File: src/hw/rttp_pkg.sv
// Purpose: Constants for the retirement trap trace port.
// Assumes: One record per retirement slot, core clock domain.
// Notes:   Register offsets are byte addresses on APB.
package rttp_pkg;

  localparam int TRAP_W   = 14;
  localparam int ORDER_W  = 64;
  localparam int BIT_TRAP = 0;
  localparam int BIT_EXC  = 1;
  localparam int BIT_DBG  = 2;
  localparam int CODE_LSB = 3;
  localparam int CODE_MSB = 8;
  localparam int HALT_LSB = 9;
  localparam int HALT_MSB = 11;
  localparam int SUB_LSB  = 12;
  localparam int SUB_MSB  = 13;

  localparam logic [5:0] FC_NONE     = 6'h00;
  localparam logic [5:0] FC_IFETCH   = 6'h01;
  localparam logic [5:0] FC_ILLEGAL  = 6'h02;
  localparam logic [5:0] FC_BREAK    = 6'h03;
  localparam logic [5:0] FC_LOAD     = 6'h05;
  localparam logic [5:0] FC_STORE    = 6'h07;
  localparam logic [5:0] FC_ECALL_U  = 6'h08;
  localparam logic [5:0] FC_ECALL_M  = 6'h0B;
  localparam logic [5:0] FC_IBUS     = 6'h30;
  localparam logic [5:0] FC_IPARITY  = 6'h31;

  localparam logic [2:0] HR_NONE     = 3'h0;
  localparam logic [2:0] HR_EBREAK   = 3'h1;
  localparam logic [2:0] HR_TRIGGER  = 3'h2;
  localparam logic [2:0] HR_EXTREQ   = 3'h3;
  localparam logic [2:0] HR_STEP     = 3'h4;

  localparam logic [1:0] ST_BASE     = 2'h0;
  localparam logic [1:0] ST_FETCHPMP = 2'h1;
  localparam logic [1:0] ST_DATAPMP  = 2'h2;

  typedef enum logic [3:0] {
    EV_RETIRE    = 4'h0,
    EV_FETCH_PMA = 4'h1,
    EV_FETCH_PMP = 4'h2,
    EV_ILLEGAL   = 4'h3,
    EV_EBREAK    = 4'h4,
    EV_LOAD_IO   = 4'h5,
    EV_LOAD_PMP  = 4'h6,
    EV_STORE_IO  = 4'h7,
    EV_STORE_PMP = 4'h8,
    EV_ECALL     = 4'h9,
    EV_IBUS_ERR  = 4'hA,
    EV_IPARITY   = 4'hB,
    EV_TRIGGER   = 4'hC
  } rttp_event_t;

  typedef enum logic [1:0] {
    MODE_RUN   = 2'b01,
    MODE_DEBUG = 2'b10
  } rttp_mode_t;

  localparam logic [7:0]  ADDR_CTRL     = 8'h00;
  localparam logic [7:0]  ADDR_STATUS   = 8'h04;
  localparam logic [7:0]  ADDR_ORDER_LO = 8'h08;
  localparam logic [7:0]  ADDR_ORDER_HI = 8'h0C;
  localparam logic [7:0]  ADDR_LASTTRAP = 8'h10;
  localparam logic [7:0]  ADDR_TRAPCNT  = 8'h14;
  localparam int          CTRL_EBREAKM  = 0;
  localparam int          CTRL_STEP     = 1;
  localparam logic [1:0]  CTRL_RESET    = 2'h0;
  localparam logic [31:0] ZERO32        = 32'h0000_0000;

endpackage : rttp_pkg

File: src/hw/rttp_trace_port.sv
// Purpose: Builds trace records with trap fields and drives trap side effects.
// Assumes: Retire inputs come from core logic on the same clock.
// Notes:   APB slave answers in one access cycle, no wait states.
`timescale 1ns/100ps
module rttp_trace_port (
  // Clock and reset.
  input  wire logic               clk,
  input  wire logic               rstn,
  // Retirement events from the pipeline.
  input  wire logic               retireValid,
  input  wire logic [3:0]         retireKind,
  input  wire logic               privUser,
  input  wire logic               debugReturn,
  // Trace record.
  output logic                    rvfiValid,
  output logic [63:0]             rvfiOrder,
  output logic [13:0]             rvfiTrap,
  // Trap side effects.
  output logic                    mcauseWe,
  output logic                    mepcWe,
  output logic [5:0]              mcauseCode,
  output logic                    dpcWe,
  output logic                    dcsrWe,
  output logic [2:0]              dcsrCause,
  output logic                    trapJump,
  output logic                    debugJump,
  output logic                    debugMode,
  // APB slave.
  input  wire logic               psel,
  input  wire logic               penable,
  input  wire logic               pwrite,
  input  wire logic [7:0]         paddr,
  input  wire logic [31:0]        pwdata,
  output logic                    pready,
  output logic [31:0]             prdata,
  output logic                    pslverr
);

  // Record builder: returns the 14-bit trap field for one retirement.
  function automatic logic [13:0] buildTrap(input logic [3:0] kind, input logic user,
                                            input logic inDbg, input logic brkm,
                                            input logic step);
    logic [5:0]  code;
    logic [1:0]  sub;
    logic        exc;
    logic        dbg;
    logic [2:0]  halt;
    logic [13:0] rec;
    code = rttp_pkg::FC_NONE;
    sub  = rttp_pkg::ST_BASE;
    exc  = 1'b0;
    dbg  = 1'b0;
    halt = rttp_pkg::HR_NONE;
    rec  = '0;
    case (kind)
      rttp_pkg::EV_FETCH_PMA: begin
        exc  = 1'b1; code = rttp_pkg::FC_IFETCH;
      end
      rttp_pkg::EV_FETCH_PMP: begin
        exc  = 1'b1; code = rttp_pkg::FC_IFETCH; sub = rttp_pkg::ST_FETCHPMP;
      end
      rttp_pkg::EV_ILLEGAL: begin
        exc  = 1'b1; code = rttp_pkg::FC_ILLEGAL;
      end
      rttp_pkg::EV_EBREAK: begin
        if (inDbg || brkm) begin
          dbg  = 1'b1; halt = rttp_pkg::HR_EBREAK;
        end else begin
          exc  = 1'b1; code = rttp_pkg::FC_BREAK;
        end
      end
      rttp_pkg::EV_LOAD_IO: begin
        exc  = 1'b1; code = rttp_pkg::FC_LOAD;
      end
      rttp_pkg::EV_LOAD_PMP: begin
        exc  = 1'b1; code = rttp_pkg::FC_LOAD; sub = rttp_pkg::ST_DATAPMP;
      end
      rttp_pkg::EV_STORE_IO: begin
        exc  = 1'b1; code = rttp_pkg::FC_STORE;
      end
      rttp_pkg::EV_STORE_PMP: begin
        exc  = 1'b1; code = rttp_pkg::FC_STORE; sub = rttp_pkg::ST_DATAPMP;
      end
      rttp_pkg::EV_ECALL: begin
        exc  = 1'b1;
        code = user ? rttp_pkg::FC_ECALL_U : rttp_pkg::FC_ECALL_M;
      end
      rttp_pkg::EV_IBUS_ERR: begin
        exc  = 1'b1; code = rttp_pkg::FC_IBUS;
      end
      rttp_pkg::EV_IPARITY: begin
        exc  = 1'b1; code = rttp_pkg::FC_IPARITY;
      end
      rttp_pkg::EV_TRIGGER: begin
        if (!inDbg) begin
          dbg  = 1'b1; halt = rttp_pkg::HR_TRIGGER;
        end
      end
      default: begin
        exc  = 1'b0;
      end
    endcase
    // A stepped instruction enters debug; an exception keeps its flag and code.
    if (step && !inDbg && !dbg) begin
      dbg  = 1'b1;
      halt = rttp_pkg::HR_STEP;
      sub  = rttp_pkg::ST_BASE;
    end
    // A debug trap reports no fault code unless an exception shares the slot.
    if (dbg && !exc) begin
      code = rttp_pkg::FC_NONE;
    end
    if (exc && !dbg) begin
      halt = rttp_pkg::HR_NONE;
    end
    if (exc || dbg) begin
      rec[rttp_pkg::BIT_TRAP]                     = 1'b1;
      rec[rttp_pkg::BIT_EXC]                      = exc;
      rec[rttp_pkg::BIT_DBG]                      = dbg;
      rec[rttp_pkg::CODE_MSB:rttp_pkg::CODE_LSB]  = code;
      rec[rttp_pkg::HALT_MSB:rttp_pkg::HALT_LSB]  = halt;
      rec[rttp_pkg::SUB_MSB:rttp_pkg::SUB_LSB]    = sub;
    end
    return rec;
  endfunction : buildTrap

  rttp_pkg::rttp_mode_t modeQ;
  rttp_pkg::rttp_mode_t modeD;
  logic [1:0]           ctrlQ;
  logic [63:0]          countQ;
  logic [31:0]          trapCntQ;
  logic [13:0]          lastTrapQ;
  logic                 noCsrQ;
  logic [31:0]          rdSel;
  logic                 addrHit;

  wire logic        inDebug   = (modeQ == rttp_pkg::MODE_DEBUG);
  wire logic [13:0] newTrap   = buildTrap(retireKind, privUser, inDebug,
                                          ctrlQ[rttp_pkg::CTRL_EBREAKM],
                                          ctrlQ[rttp_pkg::CTRL_STEP]);
  wire logic        newIsTrap = newTrap[rttp_pkg::BIT_TRAP];
  wire logic        recTrap   = rvfiValid && rvfiTrap[rttp_pkg::BIT_TRAP];
  wire logic        recExc    = recTrap && rvfiTrap[rttp_pkg::BIT_EXC];
  wire logic        recDbg    = recTrap && rvfiTrap[rttp_pkg::BIT_DBG];
  wire logic        setup     = psel && !penable;
  wire logic        wrAccess  = psel && penable && pwrite && pready;

  // Debug entry follows a debug record; a debug return leaves it.
  always_comb begin
    modeD = modeQ;
    case (modeQ)
      rttp_pkg::MODE_RUN:   if (recDbg) modeD = rttp_pkg::MODE_DEBUG;
      rttp_pkg::MODE_DEBUG: if (debugReturn && !recDbg) modeD = rttp_pkg::MODE_RUN;
      default:              modeD = rttp_pkg::MODE_RUN;
    endcase
  end

  always_ff @(posedge clk or negedge rstn) begin
    if (!rstn) begin
      modeQ <= rttp_pkg::MODE_RUN;
    end else begin
      modeQ <= modeD;
    end
  end

  // Record stage: one record per retirement, order counts every record.
  always_ff @(posedge clk or negedge rstn) begin
    if (!rstn) begin
      rvfiValid <= 1'b0;
      rvfiOrder <= '0;
      rvfiTrap  <= '0;
      countQ    <= '0;
      noCsrQ    <= 1'b0;
    end else begin
      rvfiValid <= retireValid;
      if (retireValid) begin
        rvfiOrder <= countQ;
        countQ    <= countQ + 64'h1;
        rvfiTrap  <= newTrap;
        noCsrQ    <= inDebug && (retireKind == rttp_pkg::EV_EBREAK);
      end
    end
  end

  // Side effects land in the cycle after a trap record.
  always_ff @(posedge clk or negedge rstn) begin
    if (!rstn) begin
      mcauseWe   <= 1'b0;
      mepcWe     <= 1'b0;
      mcauseCode <= '0;
      dpcWe      <= 1'b0;
      dcsrWe     <= 1'b0;
      dcsrCause  <= '0;
      trapJump   <= 1'b0;
      debugJump  <= 1'b0;
    end else begin
      mcauseWe   <= recExc && !recDbg;
      mepcWe     <= recExc && !recDbg;
      mcauseCode <= rvfiTrap[rttp_pkg::CODE_MSB:rttp_pkg::CODE_LSB];
      dpcWe      <= recDbg && !noCsrQ;
      dcsrWe     <= recDbg && !noCsrQ;
      dcsrCause  <= rvfiTrap[rttp_pkg::HALT_MSB:rttp_pkg::HALT_LSB];
      trapJump   <= recExc && !recDbg;
      debugJump  <= recDbg;
    end
  end

  always_ff @(posedge clk or negedge rstn) begin
    if (!rstn) begin
      debugMode <= 1'b0;
    end else begin
      debugMode <= (modeD == rttp_pkg::MODE_DEBUG);
    end
  end

  // Trap statistics visible to software.
  always_ff @(posedge clk or negedge rstn) begin
    if (!rstn) begin
      trapCntQ  <= '0;
      lastTrapQ <= '0;
    end else if (retireValid && newIsTrap) begin
      trapCntQ  <= trapCntQ + 32'h1;
      lastTrapQ <= newTrap;
    end
  end

  // Register decode and read selection.
  assign addrHit = (paddr == rttp_pkg::ADDR_CTRL)     || (paddr == rttp_pkg::ADDR_STATUS)   ||
                   (paddr == rttp_pkg::ADDR_ORDER_LO) || (paddr == rttp_pkg::ADDR_ORDER_HI) ||
                   (paddr == rttp_pkg::ADDR_LASTTRAP) || (paddr == rttp_pkg::ADDR_TRAPCNT);
  assign rdSel   = (paddr == rttp_pkg::ADDR_CTRL)     ? {30'h0, ctrlQ} :
                   (paddr == rttp_pkg::ADDR_STATUS)   ? {31'h0, inDebug} :
                   (paddr == rttp_pkg::ADDR_ORDER_LO) ? countQ[31:0] :
                   (paddr == rttp_pkg::ADDR_ORDER_HI) ? countQ[63:32] :
                   (paddr == rttp_pkg::ADDR_LASTTRAP) ? {18'h0, lastTrapQ} :
                   (paddr == rttp_pkg::ADDR_TRAPCNT)  ? trapCntQ : rttp_pkg::ZERO32;

  // APB answer is prepared in the setup cycle and shown in the access cycle.
  always_ff @(posedge clk or negedge rstn) begin
    if (!rstn) begin
      pready  <= 1'b0;
      pslverr <= 1'b0;
      prdata  <= '0;
    end else begin
      pready  <= setup;
      pslverr <= setup && !addrHit;
      prdata  <= (setup && !pwrite) ? rdSel : rttp_pkg::ZERO32;
    end
  end

  always_ff @(posedge clk or negedge rstn) begin
    if (!rstn) begin
      ctrlQ <= rttp_pkg::CTRL_RESET;
    end else if (wrAccess && (paddr == rttp_pkg::ADDR_CTRL)) begin
      ctrlQ <= pwdata[1:0];
    end
  end

  // Checks on the trace record and its side effects.
  logic        seenQ;
  logic [63:0] prevOrderQ;
  always_ff @(posedge clk or negedge rstn) begin
    if (!rstn) begin
      seenQ      <= 1'b0;
      prevOrderQ <= '0;
    end else if (rvfiValid) begin
      seenQ      <= 1'b1;
      prevOrderQ <= rvfiOrder;
    end
  end

  wire logic plainRun = !inDebug && !ctrlQ[rttp_pkg::CTRL_STEP];

  AST_VALID_FOLLOWS: assert property (@(posedge clk) disable iff (!rstn)
    retireValid |=> rvfiValid)
    else $error("Retirement without a trace record.");

  AST_ORDER_STEP: assert property (@(posedge clk) disable iff (!rstn)
    rvfiValid && seenQ |-> rvfiOrder == prevOrderQ + 64'h1)
    else $error("Order did not advance by one.");

  AST_TRAP_FLAG: assert property (@(posedge clk) disable iff (!rstn)
    rvfiValid |-> rvfiTrap[rttp_pkg::BIT_TRAP] ==
                  (rvfiTrap[rttp_pkg::BIT_EXC] || rvfiTrap[rttp_pkg::BIT_DBG]))
    else $error("Trap flag disagrees with exception and debug flags.");

  AST_ZERO_NO_TRAP: assert property (@(posedge clk) disable iff (!rstn)
    rvfiValid && !rvfiTrap[rttp_pkg::BIT_TRAP] |-> rvfiTrap == 14'h0000)
    else $error("Record without trap has nonzero fields.");

  AST_BOTH_IS_STEP: assert property (@(posedge clk) disable iff (!rstn)
    rvfiValid && rvfiTrap[rttp_pkg::BIT_EXC] && rvfiTrap[rttp_pkg::BIT_DBG]
    |-> rvfiTrap[rttp_pkg::HALT_MSB:rttp_pkg::HALT_LSB] == rttp_pkg::HR_STEP)
    else $error("Exception and debug together without single step.");

  AST_EXC_SIDE: assert property (@(posedge clk) disable iff (!rstn)
    recExc && !recDbg |=> mcauseWe && mepcWe && trapJump && !debugJump)
    else $error("Exception side effects missing in the next cycle.");

  AST_EBREAK_DBG: assert property (@(posedge clk) disable iff (!rstn)
    retireValid && inDebug && retireKind == rttp_pkg::EV_EBREAK
    |=> rvfiTrap[rttp_pkg::HALT_MSB:rttp_pkg::HALT_LSB] == rttp_pkg::HR_EBREAK
    ##1 debugJump && !dpcWe && !dcsrWe)
    else $error("EBREAK in debug mode handled wrongly.");

  AST_ECALL_M: assert property (@(posedge clk) disable iff (!rstn)
    retireValid && plainRun && !privUser && retireKind == rttp_pkg::EV_ECALL
    |=> rvfiTrap[rttp_pkg::CODE_MSB:rttp_pkg::CODE_LSB] == rttp_pkg::FC_ECALL_M)
    else $error("Machine ECALL code wrong.");

  AST_FETCH_PMP: assert property (@(posedge clk) disable iff (!rstn)
    retireValid && plainRun && retireKind == rttp_pkg::EV_FETCH_PMP
    |=> rvfiTrap[rttp_pkg::SUB_MSB:rttp_pkg::SUB_LSB] == rttp_pkg::ST_FETCHPMP
        && rvfiTrap[rttp_pkg::CODE_MSB:rttp_pkg::CODE_LSB] == rttp_pkg::FC_IFETCH)
    else $error("PMP fetch fault fields wrong.");

  AST_TRIGGER_DBG: assert property (@(posedge clk) disable iff (!rstn)
    retireValid && !inDebug && retireKind == rttp_pkg::EV_TRIGGER
    |=> rvfiTrap[rttp_pkg::HALT_MSB:rttp_pkg::HALT_LSB] == rttp_pkg::HR_TRIGGER
    ##1 dpcWe && dcsrWe && debugMode)
    else $error("Trigger match did not enter debug.");

  AST_EXC_NO_HALT: assert property (@(posedge clk) disable iff (!rstn)
    rvfiValid && rvfiTrap[rttp_pkg::BIT_EXC] && !rvfiTrap[rttp_pkg::BIT_DBG]
    |-> rvfiTrap[rttp_pkg::HALT_MSB:rttp_pkg::HALT_LSB] == rttp_pkg::HR_NONE)
    else $error("Exception record carries a halt reason.");

  AST_DBG_NO_CODE: assert property (@(posedge clk) disable iff (!rstn)
    rvfiValid && rvfiTrap[rttp_pkg::BIT_DBG] && !rvfiTrap[rttp_pkg::BIT_EXC]
    |-> rvfiTrap[rttp_pkg::CODE_MSB:rttp_pkg::CODE_LSB] == rttp_pkg::FC_NONE)
    else $error("Debug record carries a fault code.");

  AST_DBG_SIDE: assert property (@(posedge clk) disable iff (!rstn)
    recDbg && !noCsrQ |=> dpcWe && dcsrWe && debugJump && !mcauseWe && !trapJump)
    else $error("Debug side effects missing in the next cycle.");

  AST_QUIET_NO_TRAP: assert property (@(posedge clk) disable iff (!rstn)
    !recTrap |=> !mcauseWe && !mepcWe && !dpcWe && !dcsrWe && !trapJump && !debugJump)
    else $error("Side effect without a trap record.");

  AST_EBREAK_EXC: assert property (@(posedge clk) disable iff (!rstn)
    retireValid && plainRun && !ctrlQ[rttp_pkg::CTRL_EBREAKM]
    && retireKind == rttp_pkg::EV_EBREAK
    |=> rvfiTrap[rttp_pkg::CODE_MSB:rttp_pkg::CODE_LSB] == rttp_pkg::FC_BREAK
        && rvfiTrap[rttp_pkg::BIT_EXC] && !rvfiTrap[rttp_pkg::BIT_DBG])
    else $error("EBREAK without debug entry reported wrongly.");

  AST_EBREAK_M: assert property (@(posedge clk) disable iff (!rstn)
    retireValid && !inDebug && ctrlQ[rttp_pkg::CTRL_EBREAKM]
    && retireKind == rttp_pkg::EV_EBREAK
    |=> rvfiTrap[rttp_pkg::HALT_MSB:rttp_pkg::HALT_LSB] == rttp_pkg::HR_EBREAK
        && !rvfiTrap[rttp_pkg::BIT_EXC] ##1 dpcWe && dcsrWe)
    else $error("EBREAK with debug entry reported wrongly.");

  AST_IBUS: assert property (@(posedge clk) disable iff (!rstn)
    retireValid && plainRun && retireKind == rttp_pkg::EV_IBUS_ERR
    |=> rvfiTrap[rttp_pkg::CODE_MSB:rttp_pkg::CODE_LSB] == rttp_pkg::FC_IBUS
        && rvfiTrap[rttp_pkg::SUB_MSB:rttp_pkg::SUB_LSB] == rttp_pkg::ST_BASE)
    else $error("Fetch bus error fields wrong.");

  AST_IPARITY: assert property (@(posedge clk) disable iff (!rstn)
    retireValid && plainRun && retireKind == rttp_pkg::EV_IPARITY
    |=> rvfiTrap[rttp_pkg::CODE_MSB:rttp_pkg::CODE_LSB] == rttp_pkg::FC_IPARITY
        && rvfiTrap[rttp_pkg::SUB_MSB:rttp_pkg::SUB_LSB] == rttp_pkg::ST_BASE)
    else $error("Fetch parity fault fields wrong.");

  AST_LOAD_PMP: assert property (@(posedge clk) disable iff (!rstn)
    retireValid && plainRun && retireKind == rttp_pkg::EV_LOAD_PMP
    |=> rvfiTrap[rttp_pkg::CODE_MSB:rttp_pkg::CODE_LSB] == rttp_pkg::FC_LOAD
        && rvfiTrap[rttp_pkg::SUB_MSB:rttp_pkg::SUB_LSB] == rttp_pkg::ST_DATAPMP)
    else $error("PMP load fault fields wrong.");

  AST_STORE_PMP: assert property (@(posedge clk) disable iff (!rstn)
    retireValid && plainRun && retireKind == rttp_pkg::EV_STORE_PMP
    |=> rvfiTrap[rttp_pkg::CODE_MSB:rttp_pkg::CODE_LSB] == rttp_pkg::FC_STORE
        && rvfiTrap[rttp_pkg::SUB_MSB:rttp_pkg::SUB_LSB] == rttp_pkg::ST_DATAPMP)
    else $error("PMP store fault fields wrong.");

  AST_STEP_HALT: assert property (@(posedge clk) disable iff (!rstn)
    retireValid && !inDebug && ctrlQ[rttp_pkg::CTRL_STEP]
    && retireKind != rttp_pkg::EV_EBREAK && retireKind != rttp_pkg::EV_TRIGGER
    |=> rvfiTrap[rttp_pkg::BIT_DBG]
        && rvfiTrap[rttp_pkg::HALT_MSB:rttp_pkg::HALT_LSB] == rttp_pkg::HR_STEP)
    else $error("Stepped instruction did not report a step halt.");

  COV_EXCEPTION: cover property (@(posedge clk) disable iff (!rstn) recExc && !recDbg);
  COV_DEBUG:     cover property (@(posedge clk) disable iff (!rstn) recDbg && !recExc);
  COV_STEP_EXC:  cover property (@(posedge clk) disable iff (!rstn) recDbg && recExc);
  COV_APB_ERR:   cover property (@(posedge clk) disable iff (!rstn) pready && pslverr);
  COV_APB_WR:    cover property (@(posedge clk) disable iff (!rstn) wrAccess);

endmodule : rttp_trace_port

File: config.mk
export PLATFORM = sky130hd
export DESIGN_NAME = rttp_trace_port
export DESIGN_NICKNAME = d
export VERILOG_FILES = /design/src/hw/rttp_pkg.sv /design/src/hw/rttp_trace_port.sv
export SDC_FILE = /design/constraint.sdc
export NUM_CORES = 1
export LEC_CHECK = 0
export BUFFER_PORTS_ARGS = -buffer_cell sky130_fd_sc_hd__buf_2
export CORE_AREA = 4 4 168 170
export CTS_CLUSTER_SIZE = 10
export DETAILED_ROUTE_END_ITERATION = 12
export DIE_AREA = 0 0 172 174
export SLEW_MARGIN = 10
export SYNTH_ARGS = -nofsm -noshare
export SYNTH_HDL_FRONTEND = slang
export SYNTH_SLANG_ARGS = --single-unit
File: constraint.sdc
create_clock -name clk -period 2.3 [get_ports clk]
set_input_delay 0.46 -clock clk [delete_from_list [all_inputs] [get_ports clk]]
set_output_delay 0.46 -clock clk [all_outputs]
set_load 0.01 [all_outputs]
==> flow_summary_export.csv, run 1 <==
group,metric,value,unit
critical_path,r2r_start,"modeQ[0]",
route,dr_total_vias,7778,
route,wl_per_cell,18.41,um
cts,cts_setup_buffers,0,
timing,final-setup-viol-count,0,
timing,period_needed,2.179,ns
cts,clk_latency,0.54,ns
route,wirelength,27630,um
critical_path,cp-start-kind,"flop",
global_route,antenna_found_initial,1,
final_layout,fin_util,49.01,%
timing,maxSlewHeadroom,57.57,%
floorplan,ioPinCount,181,
floorplan,rows,60,
route,drtIter0Drc,527,
synth,synth_fp_nets,984,
global_route,grt.overflow.total,0,
synth,synth_ff_type,"dfrtp_1",
floorplan,die_x,172,um
timing,whs,0.1449,ns
final_layout,drive_gt1_share,32.70,%
floorplan,die_y,174,um
worst_hold_path,hp-start,"pwdata[1]",
final_layout,fillers,2488,
placed_design,place_ws,-0.01673,ns
critical_path,end_kind,"flop",
synth,synth_cells,928,
critical_path,crit_type,"reg2reg",
route,drc_errors,0,
floorplan,dieArea,29930,um^2
global_route,grt_pass1_wl,44050,um
floorplan,core,26730,um^2
timing,tightestPinTransition,0.6364,ns
synth,synth_async_sr_flop_share,100.0,%
route,vias_per_cell,5.182,
power_and_ir_drop,p_per_area,766.0,nW/um^2
synth,syn_area_per_cell,11.31,um^2
final_layout,syn_to_final_growth,24.75,%
timing,clock.fmax,0.4590,GHz
final_layout,register_area,5957,um^2
power_and_ir_drop,leakage,6.417,nW
critical_path,cp_max_fo,15,
synth,syn_area,10500,um^2
synth,synth_top_area_share,56.49,%
synth,synth_edf_count,0,
cts,clock_path_buffers,3,
timing,hold_viol_final,0,
synth,synth_area_leader_cell,"dfrtp_1",
job,maxCapViolCount,0,
cts,numClockSinks,238,
cts,clkTransAtPathRegs,0.06,ns
synth,synth_area_leaders,"dfrtp_1, mux2_2, xnor2_1, xor2_1, nand2_1",
synth,ys_seq_area_share,56.74,%
critical_path,required,2.76,ns
synth,yosys-top-cells-count,"dfrtp_1, mux2_2, nand2_1",
route,dr.pass1.iters,4,
timing,drv_slew,0,
floorplan,start_util,39.28,%
placed_design,place.gp.congestion,0.8259,
cts,numCtsBuffers,28,
synth,yosysWarnings,0,
synth,ys_ff_latch,238,
global_route,grt_usage,18.30,%
synth,yosysMostFrequentCell,"dfrtp_1",
placed_design,port_buffers,150,
power_and_ir_drop,ir_worst_vdd,0.4878,mV
cts,clockRootBuffer,"clkbuf_16",
timing,rsz0062_at_grt,"no",
critical_path,crit_arrival,2.63,ns
global_route,grt_max_degree,64,
final_layout,nNetsFinal,1201,
global_route,grt_pass1_vias,7826,
status,status,"complete, no violations",
placed_design,dpl.hpwl,20360,um
route,antenna_left,0,
timing,fin_crit_sh,94.72,%
timing,worst_slack,0.1214,ns
worst_hold_path,hold_path.class,"in2reg",
final_layout,multi_input_area,4234,um^2
cts,tritoncts,"done",
critical_path,startpoint,"modeQ[0]",
cts,cts_max_level,1,
timing,fin_worst_skew,0.01916,ns
power_and_ir_drop,fin_total_pwr,10.03,mW
synth,ys_types,57,
-- worst max-delay path: stages (launching register included) --
cell and delay, ns:
dfstp_2 0.52, inv_1 0.04, ha_1 0.24, inv_1 0.09
o211ai_1 0.18, or3_4 0.44, buf_12 0.16, nor4_2 0.25
xor2_1 0.16
-- stage by stage --
| stage | TNS [ns] | std cells | instance area [um^2] |
|---|---|---|---|
| 6_report | 0 | 1501 | 13100 |
| 5_1_grt | 0 | 1501 | 13100 |
| 4_1_cts | 0 | 1500 | 13030 |
| 3_5_place_dp | -0.05227 | 1455 | 12200 |
| 3_3_place_gp | 0 | 1455 | 12200 |
| 2_1_floorplan | 0 | 928 | 10500 |
-- worst paths after layout --
path                            depth (start not counted)            to  slack (ns)
worst max register to register                          8  trapCntQ[31]        0.12
worst min-delay path                                    3      ctrlQ[1]        0.14
max in group asynchronous                               3    countQ[41]        1.10
worst max-delay path                                    8  trapCntQ[31]        0.12
min in group asynchronous                               2  rvfiOrder[6]        0.46
worst min register to register                          0  dcsrCause[0]        0.40
-- where the power goes --
part	internal (mW)	switching (mW)	leakage (nW)
Clock	2.37	1.64	0.392
Sequential	4.50	0.295	3.08
Combinational	0.556	0.668	2.95
Total	7.43	2.60	6.42
-- logic make-up (layout without fill, tap and decap cells) --
logic type               Yosys count  after routing  share of synthesized area, %
AND/OR/NAND/NOR                  311            311                         15.66
flip-flops                       238            238                         56.74
AO/OA/AOI/OAI                    106            106                         7.031
XOR/XNOR                          94             94                         7.842
buffers and inverters             94            325                         3.671
multiplexers                      81             81                         8.581
adder cells (fa/ha/maj)            4              4                        0.4767
other                              0              1                             0
-- repair_timing --
action,in CTS,in global routing
gates resized for setup,1,12
hold buffers,1,0
pin swaps,0,2
setup endpoints to repair,3,15
hold endpoints to repair,56,0
-- layer usage --
layer / track usage [%] / up-vias / part of all wire (%)
met3: 2.911 / 52 / 5.2
met5: 0 / - / 0
li1: - / 3678 / -
met1: 26.27 / 3867 / 46
met4: 4.684 / 0 / 2.2
met2: 29.06 / 181 / 47
-- cell usage in the layout (no fill, tap or decap), drive strengths merged, types with 3 or more instances in the layout --
| cell | netlist | routed |
|---|---|---|
| nand3 | 42 | 42 |
| nor4 | 25 | 25 |
| inv | 40 | 40 |
| nor2b | 13 | 13 |
| nor3 | 30 | 30 |
| ha | 4 | 4 |
| or2 | 4 | 4 |
| a22oi | 18 | 18 |
| o22ai | 10 | 10 |
| nand4 | 26 | 26 |
| o211a | 7 | 7 |
| xor2 | 46 | 46 |
| xnor2 | 48 | 48 |
| or4 | 6 | 6 |
| nor2 | 58 | 58 |
| and3 | 13 | 13 |
| mux2i | 9 | 9 |
| dfrtp | 237 | 237 |
| a21oi | 11 | 11 |
| nand2 | 68 | 68 |
| clkbuf | 38 | 43 |
| or3 | 6 | 6 |
| o211ai | 4 | 4 |
| o21ai | 25 | 25 |
| mux2 | 72 | 72 |
| a22o | 15 | 15 |
| nand2b | 8 | 8 |
| buf | 16 | 240 |
| a31oi | 3 | 3 |
-- state kept, by name (all words and copies together), names as in the netlist, 2 cells and up --
signal	count
countQ	64
ctrlQ	2
dcsrCause	3
lastTrapQ	13
mcauseCode	5
modeQ	2
prdata	32
rvfiOrder	64
rvfiTrap	13
trapCntQ	32
-- area by class of cell --
type                    instances  area share (%)
diodes                          1         0.01911
multi-input cells             596           32.33
repair buffers                241           11.54
clock inverters                 1         0.05732
inverters                      40           1.146
flip-flops and latches        238           45.48
clock buffers                  43           6.171
well taps                     341           3.258
Power figures use the tool's default switching activity.
==> run 2: changes to the inputs <==
CTS_BUF_LIST = sky130_fd_sc_hd__clkbuf_4 sky130_fd_sc_hd__clkbuf_8 sky130_fd_sc_hd__clkbuf_16   (was default)
==> flow_summary_export.csv, run 2 (synthesis gave the netlist of run 1 again) <==
group,metric,value,unit
status,status,"complete, no violations",
route,drc_errors,0,
floorplan,dieArea,29930,um^2
cts,clock_path_buffers,3,
cts,clkTransAtPathRegs,0.06,ns
timing,clock.fmax,0.4598,GHz
cts,tritoncts,"done",
critical_path,path_buf_inv,3,
global_route,grt_pass1_vias,7839,
critical_path,crit_family,"simple AND/OR/NAND/NOR gates",
route,wl_per_cell,18.44,um
placed_design,place_ws,-0.01673,ns
final_layout,syn_to_final_growth,25.15,%
final_layout,final_cell_mix,"dfrtp_1, buf_2, buf_4",
timing,fin_worst_skew,0.01946,ns
worst_hold_path,hold_depth,3,
route,dr.pass1.iters,5,
power_and_ir_drop,fin_total_pwr,10.17,mW
global_route,grt_usage,18.32,%
route,dr_total_vias,7765,
floorplan,rows,60,
timing,drv_slew,0,
critical_path,crit_arrival,2.63,ns
critical_path,crit_path_cell_trace,"inv_1, ha_1, inv_1, o211ai_1, or3_4, buf_12, nor4_2, xor2_1",
cts,clockRootBuffer,"clkbuf_16",
cts,numClockSinks,238,
global_route,antenna_found_initial,1,
power_and_ir_drop,p_int,7.564,mW
final_layout,fin_cells,1501,
floorplan,core,26730,um^2
cts,cts_max_level,1,
floorplan,die_y,174,um
critical_path,required,2.76,ns
floorplan,die_x,172,um
critical_path,slowest_stage,"dfstp_2",
worst_hold_path,hold_path.class,"in2reg",
power_and_ir_drop,ir_worst_vdd,0.4892,mV
timing,hold_viol_final,0,
final_layout,drive_gt1_share,33.65,%
floorplan,start_util,39.28,%
timing,fin_crit_sh,94.55,%
power_and_ir_drop,power_switching,2.608,mW
timing,rsz0062_at_grt,"no",
timing,maxSlewHeadroom,57.43,%
power_and_ir_drop,swShare,25.64,%
power_and_ir_drop,combPwrFrac,12.0,%
global_route,grt_max_degree,64,
critical_path,startpoint,"modeQ[0]",
power_and_ir_drop,leakage,6.455,nW
job,maxCapViolCount,0,
cts,clk_latency,0.54,ns
global_route,grt_pass1_wl,44100,um
cts,numCtsBuffers,28,
global_route,grt.overflow.total,0,
critical_path,cpPeakStageDelay,0.52,ns
final_layout,layout_commonest_cell,"dfrtp_1",
timing,tightestPinTransition,0.6385,ns
route,antenna_left,0,
worst_hold_path,hold_path_end,"ctrlQ[1]",
critical_path,cp-start-kind,"flop",
critical_path,end_kind,"flop",
power_and_ir_drop,p_clk_share,40.8,%
timing,worst_slack,0.1253,ns
route,vias_per_cell,5.173,
critical_path,cp_max_fo,15,
timing,period_needed,2.175,ns
floorplan,ioPinCount,181,
placed_design,dpl.hpwl,20360,um
critical_path,r2r-end,"trapCntQ[31]",
critical_path,r2r_start,"modeQ[0]",
critical_path,reg2reg_slack,0.13,ns
placed_design,place.gp.congestion,0.8259,
route,drtIter0Drc,533,
critical_path,crit_type,"reg2reg",
timing,final-setup-viol-count,0,
critical_path,path_depth,8,
critical_path,rr_worst_depth,8,
final_layout,nNetsFinal,1201,
power_and_ir_drop,seqPwrFrac,47.2,%
final_layout,top_regs,"countQ: 64 flops, rvfiOrder: 64 flops",
placed_design,port_buffers,150,
power_and_ir_drop,p_per_area,774.2,nW/um^2
placed_design,place_inst,1455,
worst_hold_path,hp-start,"pwdata[1]",
critical_path,path_common_cell,"inv_1",
route,wirelength,27670,um
==> run 2: cell counts in the layout (fill, tap and decap cells not counted) <==
No cell type changed its count.
==> run 2: through the flow <==
step                TNS [ns]  utilization, %  hold WS [ns]  cell area (um^2)
floorplan                  0               -        0.1644             10500
global placement           0           45.66        0.3872             12200
detailed placement  -0.05227           45.66        0.3848             12200
global route               0           49.16        0.1426             13140
finish                     0           49.16        0.1455             13140
CTS                        0           48.92        0.1259             13070
==> run 2: worst min-delay path, delay by kind of cell <==
kind / cells / cell delay [ns]
compound gates: 1 / 0.06
buf+inv: 1 / 0.09
simple gates: 1 / 0.04
==> run 2: timing repair <==
item / in CTS / in global routing
pin swaps: 0 / 2
cloned: 0 / 0
hold buffers: 1 / 0
resized for setup: 1 / 12
setup buffers: 0 / 0
setup endpoints to repair: 3 / 15
endpoints found under the hold margin: 56 / 0
==> run 2: power by group through the flow <==
stage / combinational [mW] / sequential (mW) / clock (mW)
after floorplan: 0.666 / 4.85 / 0
after global placement: 1.18 / 4.87 / 0
after detailed placement: 1.21 / 4.87 / 0
after CTS: 1.22 / 4.80 / 4.24
after global routing: 1.37 / 4.85 / 4.43
final: 1.23 / 4.80 / 4.15
==> run 2: final cells by class <==
class / instances / area, um^2
fill: 2484 / 13590
sequential: 238 / 5957
multi-input combinational: 596 / 4234
timing repair buffer: 241 / 1511
clock buffer: 43 / 849.6
tap: 341 / 426.7
inverter: 40 / 150.1
clock inverter: 1 / 7.507
antenna: 1 / 2.502
==> run 2: worst max path at each step <==
stage                   endpoint  slack, ns
floorplan           trapCntQ[26]       0.05
global placement    trapCntQ[30]       0.02
detailed placement  trapCntQ[26]      -0.02
CTS                 trapCntQ[29]       0.02
global route        trapCntQ[31]     0.0003
finish              trapCntQ[31]       0.13
==> run 2: metal layers <==
metal  track usage [%]  vias up  wire, um
met5                 0        -         0
met4             4.684        0       627
met3             2.911       54      1486
met2             29.10      187     12970
met1             26.29     3850     12590
li1                  -     3674         -
